### src/sitsig_pkg.sv
`default_nettype none
package sitsig_pkg;
  // register offsets on the serial control port
  localparam logic [7:0] ADDR_MODE = 8'hC1;
  localparam logic [7:0] ADDR_AUDIO = 8'hC2;
  localparam logic [7:0] ADDR_TXTONE = 8'hC3;
  localparam logic [7:0] ADDR_IRQST = 8'hC6;
  localparam logic [7:0] ADDR_PROG = 8'hC8;
  localparam logic [7:0] ADDR_TSTAT = 8'hCC;
  // mode control fields
  localparam int MODE_CTCSS_BIT = 0;
  localparam int MODE_DCS_BIT = 1;
  localparam int MODE_HPF_BIT = 3;
  localparam int MODE_AUDIO_BIT = 4;
  localparam int MODE_DATA_BIT = 5;
  localparam int MODE_INB_LSB = 9;
  localparam int MODE_DUAL_BIT = 12;
  localparam int MODE_IRQEN_BIT = 15;
  localparam logic [2:0] INB_RX = 3'h1;
  localparam logic [2:0] INB_TX = 3'h2;
  localparam logic [15:0] PATH_MASK = 16'h0030;
  localparam logic [15:0] SUB_MASK = 16'h000B;
  // audio control fields and selection values
  localparam int AUD_PH_LSB = 8;
  localparam logic [7:0] SEL_USER = 8'h54;
  localparam logic [7:0] SEL_USER_INV = 8'hB8;
  localparam logic [7:0] SEL_TURNOFF = 8'hFE;
  localparam logic [15:0] PH_120 = 16'h5555;
  localparam logic [15:0] PH_180 = 16'h8000;
  localparam logic [15:0] PH_240 = 16'hAAAB;
  // status fields and tone codes
  localparam int IRQ_DUAL_BIT = 12;
  localparam int IRQ_INB_BIT = 13;
  localparam int TS_DUAL_BIT = 10;
  localparam int TC_GROUP_BIT = 15;
  localparam logic [4:0] CODE_NONE = 5'h00;
  localparam logic [4:0] CODE_UNREC = 5'h0F;
  localparam logic [3:0] CODE_REPEAT = 4'hE;
  // programming locations: bit 5 picks block 2
  localparam logic [5:0] LOC_TONE_LEVEL_SETTING = 6'h00;
  localparam logic [5:0] LOC_SELCALL_FIRST = 6'h02;
  localparam logic [5:0] LOC_SELCALL_LAST = 6'h11;
  localparam logic [5:0] LOC_CUSTOM_TONE_ONE_FREQ = 6'h12;
  localparam logic [5:0] LOC_CUSTOM_LAST = 6'h15;
  localparam logic [5:0] LOC_SQUELCH_CODE_CONFIG_WORD = 6'h21;
  localparam logic [5:0] LOC_DCS_LO = 6'h22;
  localparam logic [5:0] LOC_DCS_HI = 6'h23;
  localparam int SQ_LEN24_BIT = 11;
  localparam int DCS_LEN23 = 23;
  localparam int DCS_LEN24 = 24;
  // default selective-calling set, tone 0 in the low slice
  localparam logic [15:0][11:0] EEA_TONES = {12'h960, 12'h83E, 12'h3DF, 12'h8C7,
    12'h3A2, 12'h41F, 12'h744, 12'h6D3, 12'h668, 12'h604, 12'h5A6, 12'h54E,
    12'h4FB, 12'h4AD, 12'h464, 12'h7BD};
  localparam logic [11:0] MATCH_TOL_HZ = 12'h014;
  localparam logic [11:0] INB_MIN_HZ = 12'h120;
  localparam logic [11:0] INB_MAX_HZ = 12'hBB8;
  localparam logic [11:0] INB_LOW_HZ = 12'h190;
  localparam int CT_BASE_DHZ = 670;
  localparam int CT_STEP_DHZ = 10;
  // timing
  localparam longint CLK_HZ = 100_000_000;
  localparam int SAMPLE_HZ = 8000;
  localparam int SAMPLE_CYCLES = int'(CLK_HZ / SAMPLE_HZ);
  localparam longint DCS_RATE_CBPS = 13440;
  localparam int DCS_BIT_CYCLES = int'((CLK_HZ * 100 + DCS_RATE_CBPS / 2) / DCS_RATE_CBPS);
  localparam int PH_SHIFT_MS = 20;
  localparam int SHIFT_SAMPLES = SAMPLE_HZ * PH_SHIFT_MS / 1000;
  localparam logic [15:0] PH_STEP = 16'((32768 + SHIFT_SAMPLES - 1) / SHIFT_SAMPLES);
  localparam int PH_MUL_HZ = (65536 * 1024 + SAMPLE_HZ / 2) / SAMPLE_HZ;
  localparam int PH_MUL_DHZ = (65536 * 1024 + SAMPLE_HZ * 5) / (SAMPLE_HZ * 10);
  localparam int DCS_OFF_MIN_MS = 150;
  localparam int DCS_OFF_MAX_MS = 200;
  localparam int DCS_OFF_CYCLES = int'(CLK_HZ / 1000 * (DCS_OFF_MIN_MS + DCS_OFF_MAX_MS) / 2);
  // state encodings
  typedef enum logic [1:0] {SC_IDLE = 2'b01, SC_RUN = 2'b10} sitsig_scan_t;
  typedef enum logic [3:0] {
    H_IDLE = 4'b0001, H_W2 = 4'b0010, H_READ = 4'b0100, H_HOLD = 4'b1000
  } sitsig_hst_t;
endpackage
`default_nettype wire

### src/sitsig_if.sv
`default_nettype none
interface sitsig_if;
  logic wr;
  logic rd;
  logic [7:0] addr;
  logic [5:0] loc;
  logic [15:0] wdata;
  logic [15:0] rdata;
  logic rvalid;
  logic irq;
  modport dev (input wr, rd, addr, loc, wdata, output rdata, rvalid, irq);
  modport host (output wr, rd, addr, loc, wdata, input rdata, rvalid, irq);
endinterface
`default_nettype wire

### src/sitsig_dev.sv
`default_nettype none
// Summary of operation
// - sub-audio tone picked by audio bits 7-0
// - phase field b9-8 gives 120/180/240 degrees
// - phase retarded gradually, 180 within 20 ms
// - 23/24-bit squelch word, one shared pattern
// - word sent NRZ at 134.4 bits per second
// - word sent least significant bit first
// - true or inverted polarity by code setting
// - config word bit 11 selects 24-bit length
// - host ends code with 254 for 150-200 ms
// - host keeps custom tones 288-3000 Hz, low-tone rules
// - default tone set loaded, host may overwrite
// - host inserts repeat tone 14 for a repeated group tone
// - inband mode from mode bits 11-9
// - interrupt on valid tone state change
// - first matching table entry reported, b13 set
// - four custom tone frequencies from programming
// - code: b15 group, b14-11 tone number
// - dual-tone detect allowed alongside inband modes
// - dual tone sets b10, b12, overwrites value
// - tone from tx tone register at set level
// - host mutes audio and data during tones, except in the low-tone mode write
// - selection 84 user word, 184 inverted
module sitsig_dev
  import sitsig_pkg::*;
#(
  parameter int SAMPLE_CYC = SAMPLE_CYCLES,
  parameter int DCS_BIT_CYC = DCS_BIT_CYCLES
) (
  // clock and reset
  input wire logic sys_clk,
  input wire logic arst_n,
  // register port toward the host
  sitsig_if.dev bus,
  // receive detector results
  input wire logic det_strobe,
  input wire logic det_on,
  input wire logic [11:0] det_freq,
  input wire logic dual_strobe,
  input wire logic [3:0] dual_code,
  // generated signalling
  output logic [7:0] sub_phase,
  output logic sub_on,
  output logic dcs_bit,
  output logic dcs_on,
  output logic tone_sq,
  output logic tone_on,
  output logic [11:0] tone_level
);
  typedef struct packed {
    logic [15:0] mode;
    logic [15:0] audio;
    logic [15:0] txtone;
    logic [15:0] irqst;
    logic [15:0] tstat;
    logic [11:0] level;
    logic [19:0][11:0] tbl;
    logic [23:0] dcs_word;
    logic dcs24;
    logic [13:0] smp_cnt;
    logic [19:0] bit_cnt;
    logic [15:0] sub_acc;
    logic [15:0] shift;
    logic [15:0] tone_acc;
    logic [4:0] dcs_pos;
    sitsig_scan_t sc;
    logic [4:0] scan;
    logic [11:0] freq;
    logic [15:0] rdata;
    logic rvalid;
    logic irq;
    logic [7:0] sub_phase;
    logic sub_on;
    logic dcs_bit;
    logic dcs_on;
    logic tone_sq;
    logic tone_on;
    logic [11:0] tone_level;
  } sitsig_dev_st_t;

  sitsig_dev_st_t r;
  sitsig_dev_st_t n;
  logic samp;
  logic dbit;
  logic [7:0] sel;
  logic ct_on;
  logic [31:0] ct_prod;
  logic [15:0] target;
  logic [15:0] delta;
  logic [15:0] ph_out;
  logic dcs_act;
  logic [4:0] dcs_last;
  logic [4:0] tx_idx;
  logic tx_ok;
  logic [31:0] tone_prod;
  logic [11:0] diff;
  logic rep;
  logic [4:0] rep_code;

  // bus ports come straight from state flops
  assign bus.rdata = r.rdata;
  assign bus.rvalid = r.rvalid;
  assign bus.irq = r.irq;
  assign sub_phase = r.sub_phase;
  assign sub_on = r.sub_on;
  assign dcs_bit = r.dcs_bit;
  assign dcs_on = r.dcs_on;
  assign tone_sq = r.tone_sq;
  assign tone_on = r.tone_on;
  assign tone_level = r.tone_level;

  // next-state logic; status sets come after the read-clear so a set wins
  always_comb begin
    n = r;
    n.rvalid = 1'b0;
    samp = (r.smp_cnt == 14'(SAMPLE_CYC - 1));
    n.smp_cnt = samp ? 14'h0000 : r.smp_cnt + 14'h0001;
    dbit = (r.bit_cnt == 20'(DCS_BIT_CYC - 1));
    n.bit_cnt = dbit ? 20'h00000 : r.bit_cnt + 20'h00001;
    sel = r.audio[7:0];
    rep = 1'b0;
    rep_code = CODE_NONE;
    diff = 12'h000;
    // register writes
    if (bus.wr) begin
      case (bus.addr)
        ADDR_MODE: n.mode = bus.wdata;
        ADDR_AUDIO: n.audio = bus.wdata;
        ADDR_TXTONE: n.txtone = bus.wdata;
        ADDR_PROG: begin
          if (bus.loc == LOC_TONE_LEVEL_SETTING) begin
            n.level = bus.wdata[11:0];
          end else if (bus.loc >= LOC_SELCALL_FIRST && bus.loc <= LOC_SELCALL_LAST) begin
            n.tbl[5'(bus.loc + 6'h02)] = bus.wdata[11:0];
          end else if (bus.loc >= LOC_CUSTOM_TONE_ONE_FREQ && bus.loc <= LOC_CUSTOM_LAST) begin
            n.tbl[5'(bus.loc - LOC_CUSTOM_TONE_ONE_FREQ)] = bus.wdata[11:0];
          end else if (bus.loc == LOC_SQUELCH_CODE_CONFIG_WORD) begin
            n.dcs24 = bus.wdata[SQ_LEN24_BIT];
          end else if (bus.loc == LOC_DCS_LO) begin
            n.dcs_word[11:0] = bus.wdata[11:0];
          end else if (bus.loc == LOC_DCS_HI) begin
            n.dcs_word[23:12] = bus.wdata[11:0];
          end
        end
        default: ;
      endcase
    end
    // register reads answer one cycle later; status read clears it
    if (bus.rd) begin
      n.rvalid = 1'b1;
      case (bus.addr)
        ADDR_MODE: n.rdata = r.mode;
        ADDR_AUDIO: n.rdata = r.audio;
        ADDR_TXTONE: n.rdata = r.txtone;
        ADDR_TSTAT: n.rdata = r.tstat;
        ADDR_IRQST: begin
          n.rdata = r.irqst;
          n.irqst = 16'h0000;
        end
        default: n.rdata = 16'h0000;
      endcase
    end
    // sub-audio tone: index scales a frequency step
    ct_on = r.mode[MODE_CTCSS_BIT] && sel != 8'h00 && sel != SEL_TURNOFF;
    ct_prod = (32'(sel) * 32'(CT_STEP_DHZ) + 32'(CT_BASE_DHZ)) * 32'(PH_MUL_DHZ);
    case (r.audio[AUD_PH_LSB +: 2])
      2'b01: target = PH_120;
      2'b10: target = PH_180;
      2'b11: target = PH_240;
      default: target = 16'h0000;
    endcase
    delta = target - r.shift;
    ph_out = r.sub_acc - r.shift;
    // phase only ever moves backwards in small steps to avoid spurious splatter
    if (samp) begin
      n.shift = r.shift + ((delta > PH_STEP) ? PH_STEP : delta);
      n.sub_acc = ct_on ? r.sub_acc + ct_prod[25:10] : 16'h0000;
      n.sub_phase = ph_out[15:8];
      n.sub_on = ct_on;
    end
    // squelch word serialiser, user word only; table codes are not stored
    dcs_act = r.mode[MODE_DCS_BIT] &&
      (sel == SEL_USER || sel == SEL_USER_INV || sel == SEL_TURNOFF);
    dcs_last = r.dcs24 ? 5'(DCS_LEN24 - 1) : 5'(DCS_LEN23 - 1);
    if (!dcs_act) begin
      n.dcs_on = 1'b0;
      n.dcs_bit = 1'b0;
      n.dcs_pos = 5'h00;
    end else if (dbit) begin
      n.dcs_on = 1'b1;
      if (sel == SEL_TURNOFF) begin
        n.dcs_bit = ~r.dcs_bit;
      end else begin
        n.dcs_bit = r.dcs_word[r.dcs_pos] ^ (sel == SEL_USER_INV);
        n.dcs_pos = (r.dcs_pos == dcs_last) ? 5'h00 : r.dcs_pos + 5'h01;
      end
    end
    // inband tone generator
    tx_ok = r.txtone[TC_GROUP_BIT] || (r.txtone[14:11] >= 4'h1 && r.txtone[14:11] <= 4'h4);
    tx_idx = r.txtone[TC_GROUP_BIT] ? 5'(r.txtone[14:11]) + 5'h04 :
      5'(r.txtone[14:11] - 4'h1);
    tone_prod = 32'(r.tbl[tx_idx]) * 32'(PH_MUL_HZ);
    if (samp) begin
      if (r.mode[MODE_INB_LSB +: 3] == INB_TX && tx_ok) begin
        n.tone_acc = r.tone_acc + tone_prod[25:10];
        n.tone_on = 1'b1;
      end else begin
        n.tone_acc = 16'h0000;
        n.tone_on = 1'b0;
      end
      n.tone_sq = r.tone_acc[15];
      n.tone_level = r.level;
    end
    // receive scan: one table entry a cycle, custom tones first
    case (r.sc)
      SC_IDLE: begin
        if (det_strobe && r.mode[MODE_INB_LSB +: 3] == INB_RX) begin
          if (!det_on) begin
            rep = 1'b1;
          end else begin
            n.freq = det_freq;
            n.scan = 5'h00;
            n.sc = SC_RUN;
          end
        end
      end
      SC_RUN: begin
        diff = (r.tbl[r.scan] > r.freq) ? r.tbl[r.scan] - r.freq : r.freq - r.tbl[r.scan];
        if (diff <= MATCH_TOL_HZ) begin
          rep = 1'b1;
          rep_code = (r.scan < 5'h04) ? r.scan + 5'h01 : {1'b1, 4'(r.scan - 5'h04)};
          n.sc = SC_IDLE;
        end else if (r.scan == 5'h13) begin
          rep = 1'b1;
          rep_code = CODE_UNREC;
          n.sc = SC_IDLE;
        end else begin
          n.scan = r.scan + 5'h01;
        end
      end
      default: n.sc = SC_IDLE;
    endcase
    // only a change of state of the detected tone raises the event
    if (rep && (rep_code != r.tstat[15:11] || r.tstat[TS_DUAL_BIT])) begin
      n.tstat = {rep_code, 11'h000};
      n.irqst[IRQ_INB_BIT] = 1'b1;
    end
    // dual tone result overrides any inband value
    if (dual_strobe && r.mode[MODE_DUAL_BIT]) begin
      n.tstat = {5'h00, 1'b1, 6'h00, dual_code};
      n.irqst[IRQ_DUAL_BIT] = 1'b1;
    end
    n.irq = n.mode[MODE_IRQEN_BIT] && (n.irqst != 16'h0000);
  end

  // state register; tone table comes up holding the default set
  always_ff @(posedge sys_clk or negedge arst_n) begin
    if (!arst_n) begin
      r <= '0;
      r.tbl <= {EEA_TONES, 48'h000000000000};
      r.sc <= SC_IDLE;
    end else begin
      r <= n;
    end
  end
endmodule
`default_nettype wire

### src/flat_wrapper.sv
// flat-port wrapper written by rule: the top's interface ports become plain ports
module sitsig_dev_flat import sitsig_pkg::*;
#(
  parameter int SAMPLE_CYC = SAMPLE_CYCLES,
  parameter int DCS_BIT_CYC = DCS_BIT_CYCLES
)
  (sys_clk, arst_n, det_strobe, det_on, det_freq, dual_strobe, dual_code, sub_phase, sub_on, dcs_bit, dcs_on, tone_sq, tone_on, tone_level, bus_wr, bus_rd, bus_addr, bus_loc, bus_wdata, bus_rdata, bus_rvalid, bus_irq);
  sitsig_if bus_i ();
  input wire logic sys_clk;
  input wire logic arst_n;
  input wire logic det_strobe;
  input wire logic det_on;
  input wire logic [11:0] det_freq;
  input wire logic dual_strobe;
  input wire logic [3:0] dual_code;
  output logic [7:0] sub_phase;
  output logic sub_on;
  output logic dcs_bit;
  output logic dcs_on;
  output logic tone_sq;
  output logic tone_on;
  output logic [11:0] tone_level;
  input wire logic [$bits(bus_i.wr)-1:0] bus_wr;
  input wire logic [$bits(bus_i.rd)-1:0] bus_rd;
  input wire logic [$bits(bus_i.addr)-1:0] bus_addr;
  input wire logic [$bits(bus_i.loc)-1:0] bus_loc;
  input wire logic [$bits(bus_i.wdata)-1:0] bus_wdata;
  output wire logic [$bits(bus_i.rdata)-1:0] bus_rdata;
  output wire logic [$bits(bus_i.rvalid)-1:0] bus_rvalid;
  output wire logic [$bits(bus_i.irq)-1:0] bus_irq;
  assign bus_i.wr = bus_wr;
  assign bus_i.rd = bus_rd;
  assign bus_i.addr = bus_addr;
  assign bus_i.loc = bus_loc;
  assign bus_i.wdata = bus_wdata;
  assign bus_rdata = bus_i.rdata;
  assign bus_rvalid = bus_i.rvalid;
  assign bus_irq = bus_i.irq;
  sitsig_dev #(.SAMPLE_CYC(SAMPLE_CYC), .DCS_BIT_CYC(DCS_BIT_CYC)) u_core (.sys_clk(sys_clk), .arst_n(arst_n), .bus(bus_i), .det_strobe(det_strobe), .det_on(det_on), .det_freq(det_freq), .dual_strobe(dual_strobe), .dual_code(dual_code), .sub_phase(sub_phase), .sub_on(sub_on), .dcs_bit(dcs_bit), .dcs_on(dcs_on), .tone_sq(tone_sq), .tone_on(tone_on), .tone_level(tone_level));
endmodule
### config.mk
export PLATFORM = sky130hd
export DESIGN_NAME = sitsig_dev_flat
export DESIGN_NICKNAME = d
export VERILOG_FILES = /design/src/sitsig_pkg.sv /design/src/sitsig_if.sv /design/src/sitsig_dev.sv /design/src/flat_wrapper.sv
export SDC_FILE = /design/constraint.sdc
export NUM_CORES = 1
export LEC_CHECK = 0
export ABC_AREA = 1
export BUFFER_PORTS_ARGS = -buffer_cell sky130_fd_sc_hd__buf_2
export CORE_MARGIN = 1.5
export CORE_UTILIZATION = 35
export DETAILED_ROUTE_END_ITERATION = 8
export PLACE_DENSITY_LB_ADDON = 0.05
export SLEW_MARGIN = 20
export SYNTH_ARGS = -nofsm -noshare
export SYNTH_HDL_FRONTEND = slang
export SYNTH_SLANG_ARGS = --single-unit
### constraint.sdc
create_clock -name sys_clk -period 13.92 [get_ports sys_clk]
set_clock_uncertainty 0.2 [all_clocks]
set_input_delay 1.392 -clock sys_clk [delete_from_list [all_inputs] [get_ports sys_clk]]
set_output_delay 1.392 -clock sys_clk [all_outputs]
set_load 0.005 [all_outputs]
Yosys cells after proc, flatten, opt, wreduce, memory -nomap -nowiden
Index checks and enable logic that the tools add are counted.
- add/subtract/negate cells: 17
- multipliers: 3
- order comparisons: 17
- equality and inequality tests: 32
- mux-type cells: 60
- bitwise operators: 7
- reduce and logical (&&, ||, !) cells: 35
- operators with widths (operator ; number):
    $bwmux W240 ; 2
    $mux W240 ; 2
    $mux W16 ; 10
    $bmux W12 S5 ; 2
    $demux W12 S5 ; 2
    $pmux W16 S5 ; 1
    $eq A8 B8 Y1 const B ; 8
    $mux W12 ; 5
    $mux W5 ; 10
    $add A16 B16 Y16 ; 3
    $mux W48 ; 1
    $pmux W16 S3 ; 1
    $mux W19 ; 2
    $mul A32 B10 Y26 const B ; 1
    $sub A16 B16 Y16 ; 2
    $lt A5 B6 Y1 const B ; 5
    $mul A12 B14 Y26 const B ; 1
    $sub A12 B12 Y12 ; 2
    $add A20 B1 Y20 const B ; 1
    $eq A20 B20 Y1 const B ; 1
    $mux W20 ; 1
    $eq A6 B6 Y1 const B ; 3
    $gt A16 B8 Y1 const B ; 1
    $reduce_bool A16 Y1 ; 1
    53 further kinds ; 103
- register bits: 506
- bits of input ports: 53
- output and inout bits: 43

Logic depth before layout (Yosys ltp)
Gate-level depths: netlist of the first run.
- word-level depth: 13
- gate-level depth with buffers: 49
- mapped depth without buffers: 45

Worst setup path after synthesis of the first run
OpenSTA, ideal clock, no wires.
- kind: register to register
- start: reg u_core.r[477] (netlist bit)
- end: reg u_core.r[113] (netlist bit)
- setup time: 0.122 ns
- arrival time: 7.504 ns
- required time: 13.598 ns
- slack: 6.094 ns
- stages on the path, launching flop included: 39
- clock period less this slack: 7.826 ns
- cell sequence: dfrtp_1 -> ha_1 -> ha_1 -> inv_1 -> fa_1 -> o21ai_0 -> xor2_1 -> inv_1 -> nand2_1 -> nand2_1 -> xnor2_1 -> inv_1 -> ha_1 -> ha_1 -> inv_1 -> fa_1 -> inv_1 -> fa_1 -> [3 not listed] -> ha_1 -> nand4_1 -> nor4_1 -> nor2_1 -> o21ai_0 -> nand3_1 -> nand2_1 -> a21boi_0 -> o21ai_0 -> o21ai_0 -> xnor2_1 -> ha_1 -> a21oi_1 -> o31ai_1 -> a21oi_1 -> nand2_1 -> or2_2 -> a32o_1
- cells in the longest elaborated chain, start to end: 5
- elaborated cells on any way between the ends: 9
- those cells by class: 2 x add/sub; 2 x mul; 1 x eq/ne; 1 x mux; 3 x reduce/logical
- ends and longest elaborated chain (what ; line ; source):
    start, declared ; sitsig_dev.sv:82 ; sitsig_dev_st_t r;
    start signal, assigned ; sitsig_dev.sv:264 ; r <= n;
    $mul A8 B3 Y11 ; sitsig_dev.sv:166 ; ct_prod = (32'(sel) * 32'(CT_STEP_DHZ) + 32'(CT_BASE_DHZ)) * 32'(PH_MUL_DHZ);
    $add A12 B10 Y13 ; sitsig_dev.sv:166 ;
    $mul A32 B10 Y26 ; sitsig_dev.sv:166 ;
    $add A16 B16 Y16 ; sitsig_dev.sv:178 ; n.sub_acc = ct_on ? r.sub_acc + ct_prod[25:10] : 16'h0000;
    $mux W16 (*) ; sitsig_dev.sv:178 ;
Mark *: on every way between the ends. The rest lies on a longest branch, timed or not.
A chain may end at the register's enable or synchronous reset.

Worst setup path in the final report of the first run
- start: reg u_core.r[469] (netlist bit)
- end: reg u_core.r[79] (netlist bit)
- cells in the longest elaborated chain, start to end: 7
- elaborated cells on any way between the ends: 13
- those cells by class: 3 x add/sub; 1 x mul; 2 x order compare; 4 x mux; 3 x reduce/logical
- ends and longest elaborated chain (what ; line ; source):
    $sub A4 B1 Y5 or $add A4 B3 Y5 (tied branches) ; sitsig_dev.sv:202, sitsig_dev.sv:201 ;
    $mux W5 ; sitsig_dev.sv:201 ; tx_idx = r.txtone[TC_GROUP_BIT] ? 5'(r.txtone[14:11]) + 5'h04 :
    $bmux W12 S5 ; sitsig_dev.sv:203 ; tone_prod = 32'(r.tbl[tx_idx]) * 32'(PH_MUL_HZ);
    $mux W12 (not written as such) ; sitsig_dev.sv:203 ;
    $mul A12 B14 Y26 ; sitsig_dev.sv:203 ;
    $add A16 B16 Y16 ; sitsig_dev.sv:206 ; n.tone_acc = r.tone_acc + tone_prod[25:10];
    $mux W16 (*) ; sitsig_dev.sv:205 ; if (r.mode[MODE_INB_LSB +: 3] == INB_TX && tx_ok) begin
Mark *: on every way between the ends. The rest lies on a longest branch, timed or not. The select of a mux whose other input is x is not followed.

==> results.cfg, run 1 <==
[yosys]
synth_edf_count = 0
synth_top_area_frac = 0.292
netlist_area_sq_um = 34600
synth_seq_area_share = 0.365
yosysMostFrequentCell = nand2_1
asyncSetResetFlopFracSynth = 1.00
yosys-top-cells-area = dfrtp_1 29%, o21ai_0 11%, nand2_1 11%, ha_1 10%, dfstp_2 7.3%
yosys_most_used_dff = dfrtp_1
synth_top_cell_by_area = dfrtp_1
yosys_warnings = 0
count_of_different_cell_masters_after_synthesis = 65
ys_top_cells_by_count = 974 x nand2_1, 738 x o21ai_0, 585 x inv_1, 404 x dfrtp_1
postSynthAreaPerCell_sq_um = 7.55
postSynthCellCount = 4576
synth.ff_latch_count = 500

[cells_and_area]
fill_cell_total_of_the_finished_layout = 10500
num-nets-final = 4930
finalInstanceArea_sq_um = 38300
layout-area-overhead-vs-synth_pct = 10.8
finalNonFillerCells = 5890
final_core_util = 0.390
post_route_cells_drive_above_1_share = 0.0874

[floorplan]
die_width_um = 317
ios = 96
core_sq_um = 98100
starting_utilization_of_the_core_area = 0.352
die-area_sq_um = 101000
floorplan_row_count = 115
die_h_um = 317

[detailed_routing]
detail_route.first_pass.iterations = 6
final_antenna_net_count = 0
wl_per_cell_um = 20.4
route.final.wire_length_um = 120000
viasPerCell = 5.19
detailedRoute.firstIterationViolations = 2443
drcViolationCount = 0
routed-via-count = 30600

[setup_path]
rr_startpoint = u_core.r[469]
critical_path.slowest_cell = o311ai_0
length_in_cells_of_the_worst_reg_to_reg_path = 45
crit_fanout = 23
crit_type = flip-flop to flip-flop
cpLargestDelayFamily = compound AO/OA/AOI/OAI gates
cp.required_ns = 14.24
endpoint_kind = flip-flop
timing.critical_path.from = u_core.r[469]
cpMostUsedCell = nand2_1
wp_data_arrival_ns = 9.78
timing.critical_path.buf_inv = 9
logic_depth_of_the_worst_setup_path_including_buffers = 45
cp-start-kind = flip-flop
regToRegEndpoint = u_core.r[79]
cp_slowest_stage_delay_ns = 0.91
r2r_slack_ns = 4.46

[global_routing]
maximum_number_of_pins_on_one_net_before_global_route_repair = 150
antenna_violations_before_repair = 7
grt_use_total = 0.239
grt-ovfl-total = 0
vias_in_the_first_global_route = 29500
first_pass_grt_wire_length_um = 184000

[clocking]
clockBufferDepth = 3
clk_root_buffer_cell = clkbuf_16
cts_buffers = 66
cts_hold_buf = 0
post_cts.repair.setup_buffers = 0
post_cts.resized_instances = 0
cts_tree = done
cts_sinks = 500
clock_insertion_delay_worst_skew_ns = 0.64
cts.htree.levels = 3
clk_slew_on_worst_s_h_paths_ns = 0.05

[timing]
final-hold-violation-count = 0
timing_limited_maximum_frequency_mhz = 106
min_tclk_post_route_ns = 9.46
rsz0062_at_grt = false
fin_max_slew_vios = 0
tns_ns = 0
final_min_period_over_clock_period = 0.679
whs_ns = 0.259
worstMarginPinSlew_ns = 1.30
max-slew-margin-rel = 0.123
finalSetupViolCount = 0
setup_ws_ns = 4.46

[flow_run]
max-cap-violations = 0

[power]
sw_frac_of_total = 0.403
power.share.sequential = 0.262
p_clk_frac = 0.308
total_leakage_power_nw = 18.5
total_switching_power_mw = 2.33
p_total_mw = 5.79
combPwrFrac = 0.430
power_per_standard_cell_area_nw_per_um2 = 151
vdd.ir_drop.worst_v = 0.000148
internal_power_consumption_mw = 3.46

[worst_hold_path]
hold_path.startpoint = u_core.r[135]
hold_path_end = u_core.r[135]
hold_path_class = flip-flop to flip-flop
timing.hold.worst_path_depth = 1

[placed_design]
place_inst = 5770
globalplace.congestion = 0.873
postPlaceCellArea_sq_um = 36100
place.port_buffers = 95
dpl.hpwl_um = 84700
placement.setup.worst_slack_ns = 4.55

[run_status]
status = completed
## power by group through the flow
stage | clock (mW) | sequential, mW | combinational [mW]
floorplan | 0 | 1.53 | 1.83
global placement | 0 | 1.54 | 2.50
detailed placement | 0 | 1.54 | 2.50
CTS | 1.83 | 1.52 | 2.52
global route | 1.88 | 1.52 | 2.84
finish | 1.78 | 1.52 | 2.49
## final cells by class
class	count	area [sq um]	share of cell area
clock inverters	25	337	0.00879
repair buffers	142	851	0.0222
inverters	597	2240	0.0586
clock buffers	94	1890	0.0493
diodes	1	2.50	0.0000653
well taps	1287	1610	0.0421
multi-input cells	3244	18700	0.489
flip-flops and latches	500	12600	0.330
## registers in the layout (all words and copies together) (netlist names), 8 cells and up
signal and cells:
u_core.r 457, u_core.bus.rdata 16, u_core.tone_level 12, u_core.sub_phase 8
## cell usage in the layout, fill, tap and decap left out, types with 41 or more instances in the layout
| cell type | n |
|---|---|
| a21oi_1 | 275 |
| nand2_1 | 970 |
| clkbuf_16 | 68 |
| inv_1 | 581 |
| nor2_1 | 276 |
| o21ai_0 | 736 |
| ha_1 | 276 |
| buf_2 | 94 |
| xor2_1 | 56 |
| dfrtp_1 | 402 |
| nor3_1 | 41 |
| buf_4 | 46 |
| dfstp_2 | 96 |
| nand3_1 | 188 |
| fa_1 | 50 |
## cells by family (layout without fill, tap and decap cells)
logic type	after synthesis	count (layout)	synth area share
AO/OA/AOI/OAI	1239	1239	0.198
XOR/XNOR	89	89	0.0225
adder cells (fa/ha/maj)	326	326	0.129
buffers and inverters	838	858	0.0953
flip-flops	500	500	0.365
other	1	8	0.000108
AND/OR/NAND/NOR	1581	1581	0.189
multiplexers	2	2	0.000615
## worst max path at each step
| stage | to |
|---|---|
| 6_report | u_core.r[79] |
| 5_1_grt | u_core.r[79] |
| 4_1_cts | u_core.r[79] |
| 3_5_place_dp | u_core.r[79] |
| 3_3_place_gp | u_core.r[79] |
| 2_1_floorplan | u_core.r[113] |
## layer usage
layer / vias up / part of all wire / GRT usage
met5: - / 0.00011 / 0
met3: 172 / 0.048 / 0.0355
li1: 15100 / - / -
met1: 14600 / 0.45 / 0.321
met2: 720 / 0.47 / 0.392
met4: 2 / 0.033 / 0.0809
No activity file was read; power rests on OpenSTA's default activity.
==> run 2, diff against run 1 <==
- clock period: 13.92 -> 9.06 ns (I/O delays scaled with it)
==> run 2 against run 1 <==
Compared with the run above: final cell count rose by 0.48%; flip-flop and latch count unchanged; die area is the same; non-clock buffer count up 28; combinational power up 56%; clock power is 51% higher; cell area is 0.86% higher; first-iteration DRC count up 0.53%; critical path depth decreased by 2; sequential share of layout area fell by 0.28 points; global-route usage rose by 0.34 points.
==> results.cfg, run 2 (same netlist as run 1, synthesis figures left out) <==
[run_status]
status = completed

[clocking]
cts_buffers = 67
clockBufferDepth = 3
clk_slew_on_worst_s_h_paths_ns = 0.06
cts_hold_buf = 0
cts_tree = done
clk_root_buffer_cell = clkbuf_16
cts.htree.levels = 3
clock_insertion_delay_worst_skew_ns = 0.64
cts_sinks = 500

[detailed_routing]
route.final.wire_length_um = 121000
final_antenna_net_count = 0
detailedRoute.firstIterationViolations = 2456
routed-via-count = 31000
wl_per_cell_um = 20.5
detail_route.first_pass.iterations = 6
drcViolationCount = 0
viasPerCell = 5.23

[power]
vdd.ir_drop.worst_v = 0.000274
total_leakage_power_nw = 18.7
power_per_standard_cell_area_nw_per_um2 = 231

[setup_path]
crit_fanout = 6
critical_path.slowest_cell = fa_1
timing.critical_path.from = u_core.r[477]
endpoint_kind = flip-flop
cp-start-kind = flip-flop
wp_data_arrival_ns = 8.69
rr_startpoint = u_core.r[477]
cp.required_ns = 9.37
crit_type = flip-flop to flip-flop
cp_slowest_stage_delay_ns = 0.55

[global_routing]
antenna_violations_before_repair = 2
grt_use_total = 0.242
vias_in_the_first_global_route = 30300
grt-ovfl-total = 0
maximum_number_of_pins_on_one_net_before_global_route_repair = 140
first_pass_grt_wire_length_um = 187000

[cells_and_area]
layout-area-overhead-vs-synth_pct = 11.7
layout_common_cells = 971 x nand2_1, 733 x o21ai_0, 578 x inv_1
most_frequent_standard_cell_in_the_layout_excluding_fill_and_tap_cells = nand2_1
top_register = u_core.r
num-nets-final = 4959
finalInstanceArea_sq_um = 38600
ant_cells = 0
largest_register_ff_count = 457
post_route_cells_drive_above_1_share = 0.0952

[placed_design]
globalplace.congestion = 0.866
place.port_buffers = 95
placement.setup.worst_slack_ns = 0.355
dpl.hpwl_um = 84400
postPlaceCellArea_sq_um = 36400

[flow_run]
max-cap-violations = 0

[timing]
final_min_period_over_clock_period = 0.925
final-hold-violation-count = 0
finalSetupViolCount = 0
max-slew-margin-rel = 0.295
setup_ws_ns = 0.681
tns_ns = 0
timing_limited_maximum_frequency_mhz = 119
rsz0062_at_grt = false
min_tclk_post_route_ns = 8.38
fin_max_slew_vios = 0
worstMarginPinSlew_ns = 1.05

[floorplan]
die-area_sq_um = 101000
die_h_um = 317
die_width_um = 317
floorplan_row_count = 115
ios = 96
starting_utilization_of_the_core_area = 0.352
core_sq_um = 98100

[worst_hold_path]
hold_path_class = primary input to asynchronous set/reset pin
==> run 2: cell types whose count changed in the layout (fill, tap and decap cells not counted), moves of 4 or more <==
cell      before  now
buf_4         46   65
clkinv_2      10   14
o311ai_1       4    8
o311ai_0      19   15
buf_12         1   10
==> run 2: metal layers <==
metal  up-vias  track usage  part of all wire
met5         -            0                 0
met4         0       0.0854             0.035
met3       203       0.0279             0.042
met2       769        0.401              0.47
met1     14800        0.327              0.46
li1      15200            -                 -
==> run 2: power breakdown <==
group          switching, mW  internal [mW]
Sequential            0.0498           2.29
Clock                   1.10           1.58
Combinational           2.50           1.40
==> run 2: layout make-up <==
cell class                 instances  area, sq um
clock buffer                      96         1910
clock inverter                    24          263
fill                           10300        59500
inverter                         597         2240
multi-input combinational       3244        18800
sequential                       500        12600
tap                             1287         1610
timing repair buffer             170         1170
==> run 2: worst paths after layout <==
kind | slack [ns] | cells past startpoint | end
max reg2reg | 0.68 | 43 | u_core.r[110]
min reg2reg | 0.26 | 1 | u_core.r[135]
min in group sys_clk | 0.26 | 1 | u_core.r[135]
max | 0.68 | 43 | u_core.r[110]
max in group asynchronous | 6.70 | 3 | u_core.r[477]
min | 0.08 | 1 | u_core.r[146]
==> run 2: through the flow <==
step / instances / utilization / power, mW / hold slack (ns)
after CTS: 5917 / 0.393 / 9.00 / 0.131
after global placement: 5797 / 0.371 / 6.28 / 0.252
final: 5918 / 0.394 / 8.92 / 0.0778
after detailed placement: 5797 / 0.371 / 6.25 / 0.255
after global routing: 5918 / 0.394 / 9.66 / 0.143
after floorplan: 4582 / - / 5.15 / 0.233
==> run 2: what timing repair did <==
action                                  CTS  global route
setup buffers                             0             1
endpoints found under the setup margin    0             7
gates resized for setup                   0            19
hold endpoints to repair                  0             0
==> run 2: worst max-delay path, delay by kind of cell, from the launching register on <==
kind,cells,cell delay [ns]
XOR/XNOR,3,0.68
buffers and inverters,7,0.51
AND/OR/NAND/NOR,10,0.86
adder cells (fa/ha/maj),10,3.44
flip-flops,1,0.45
AO/OA/AOI/OAI,13,2.11
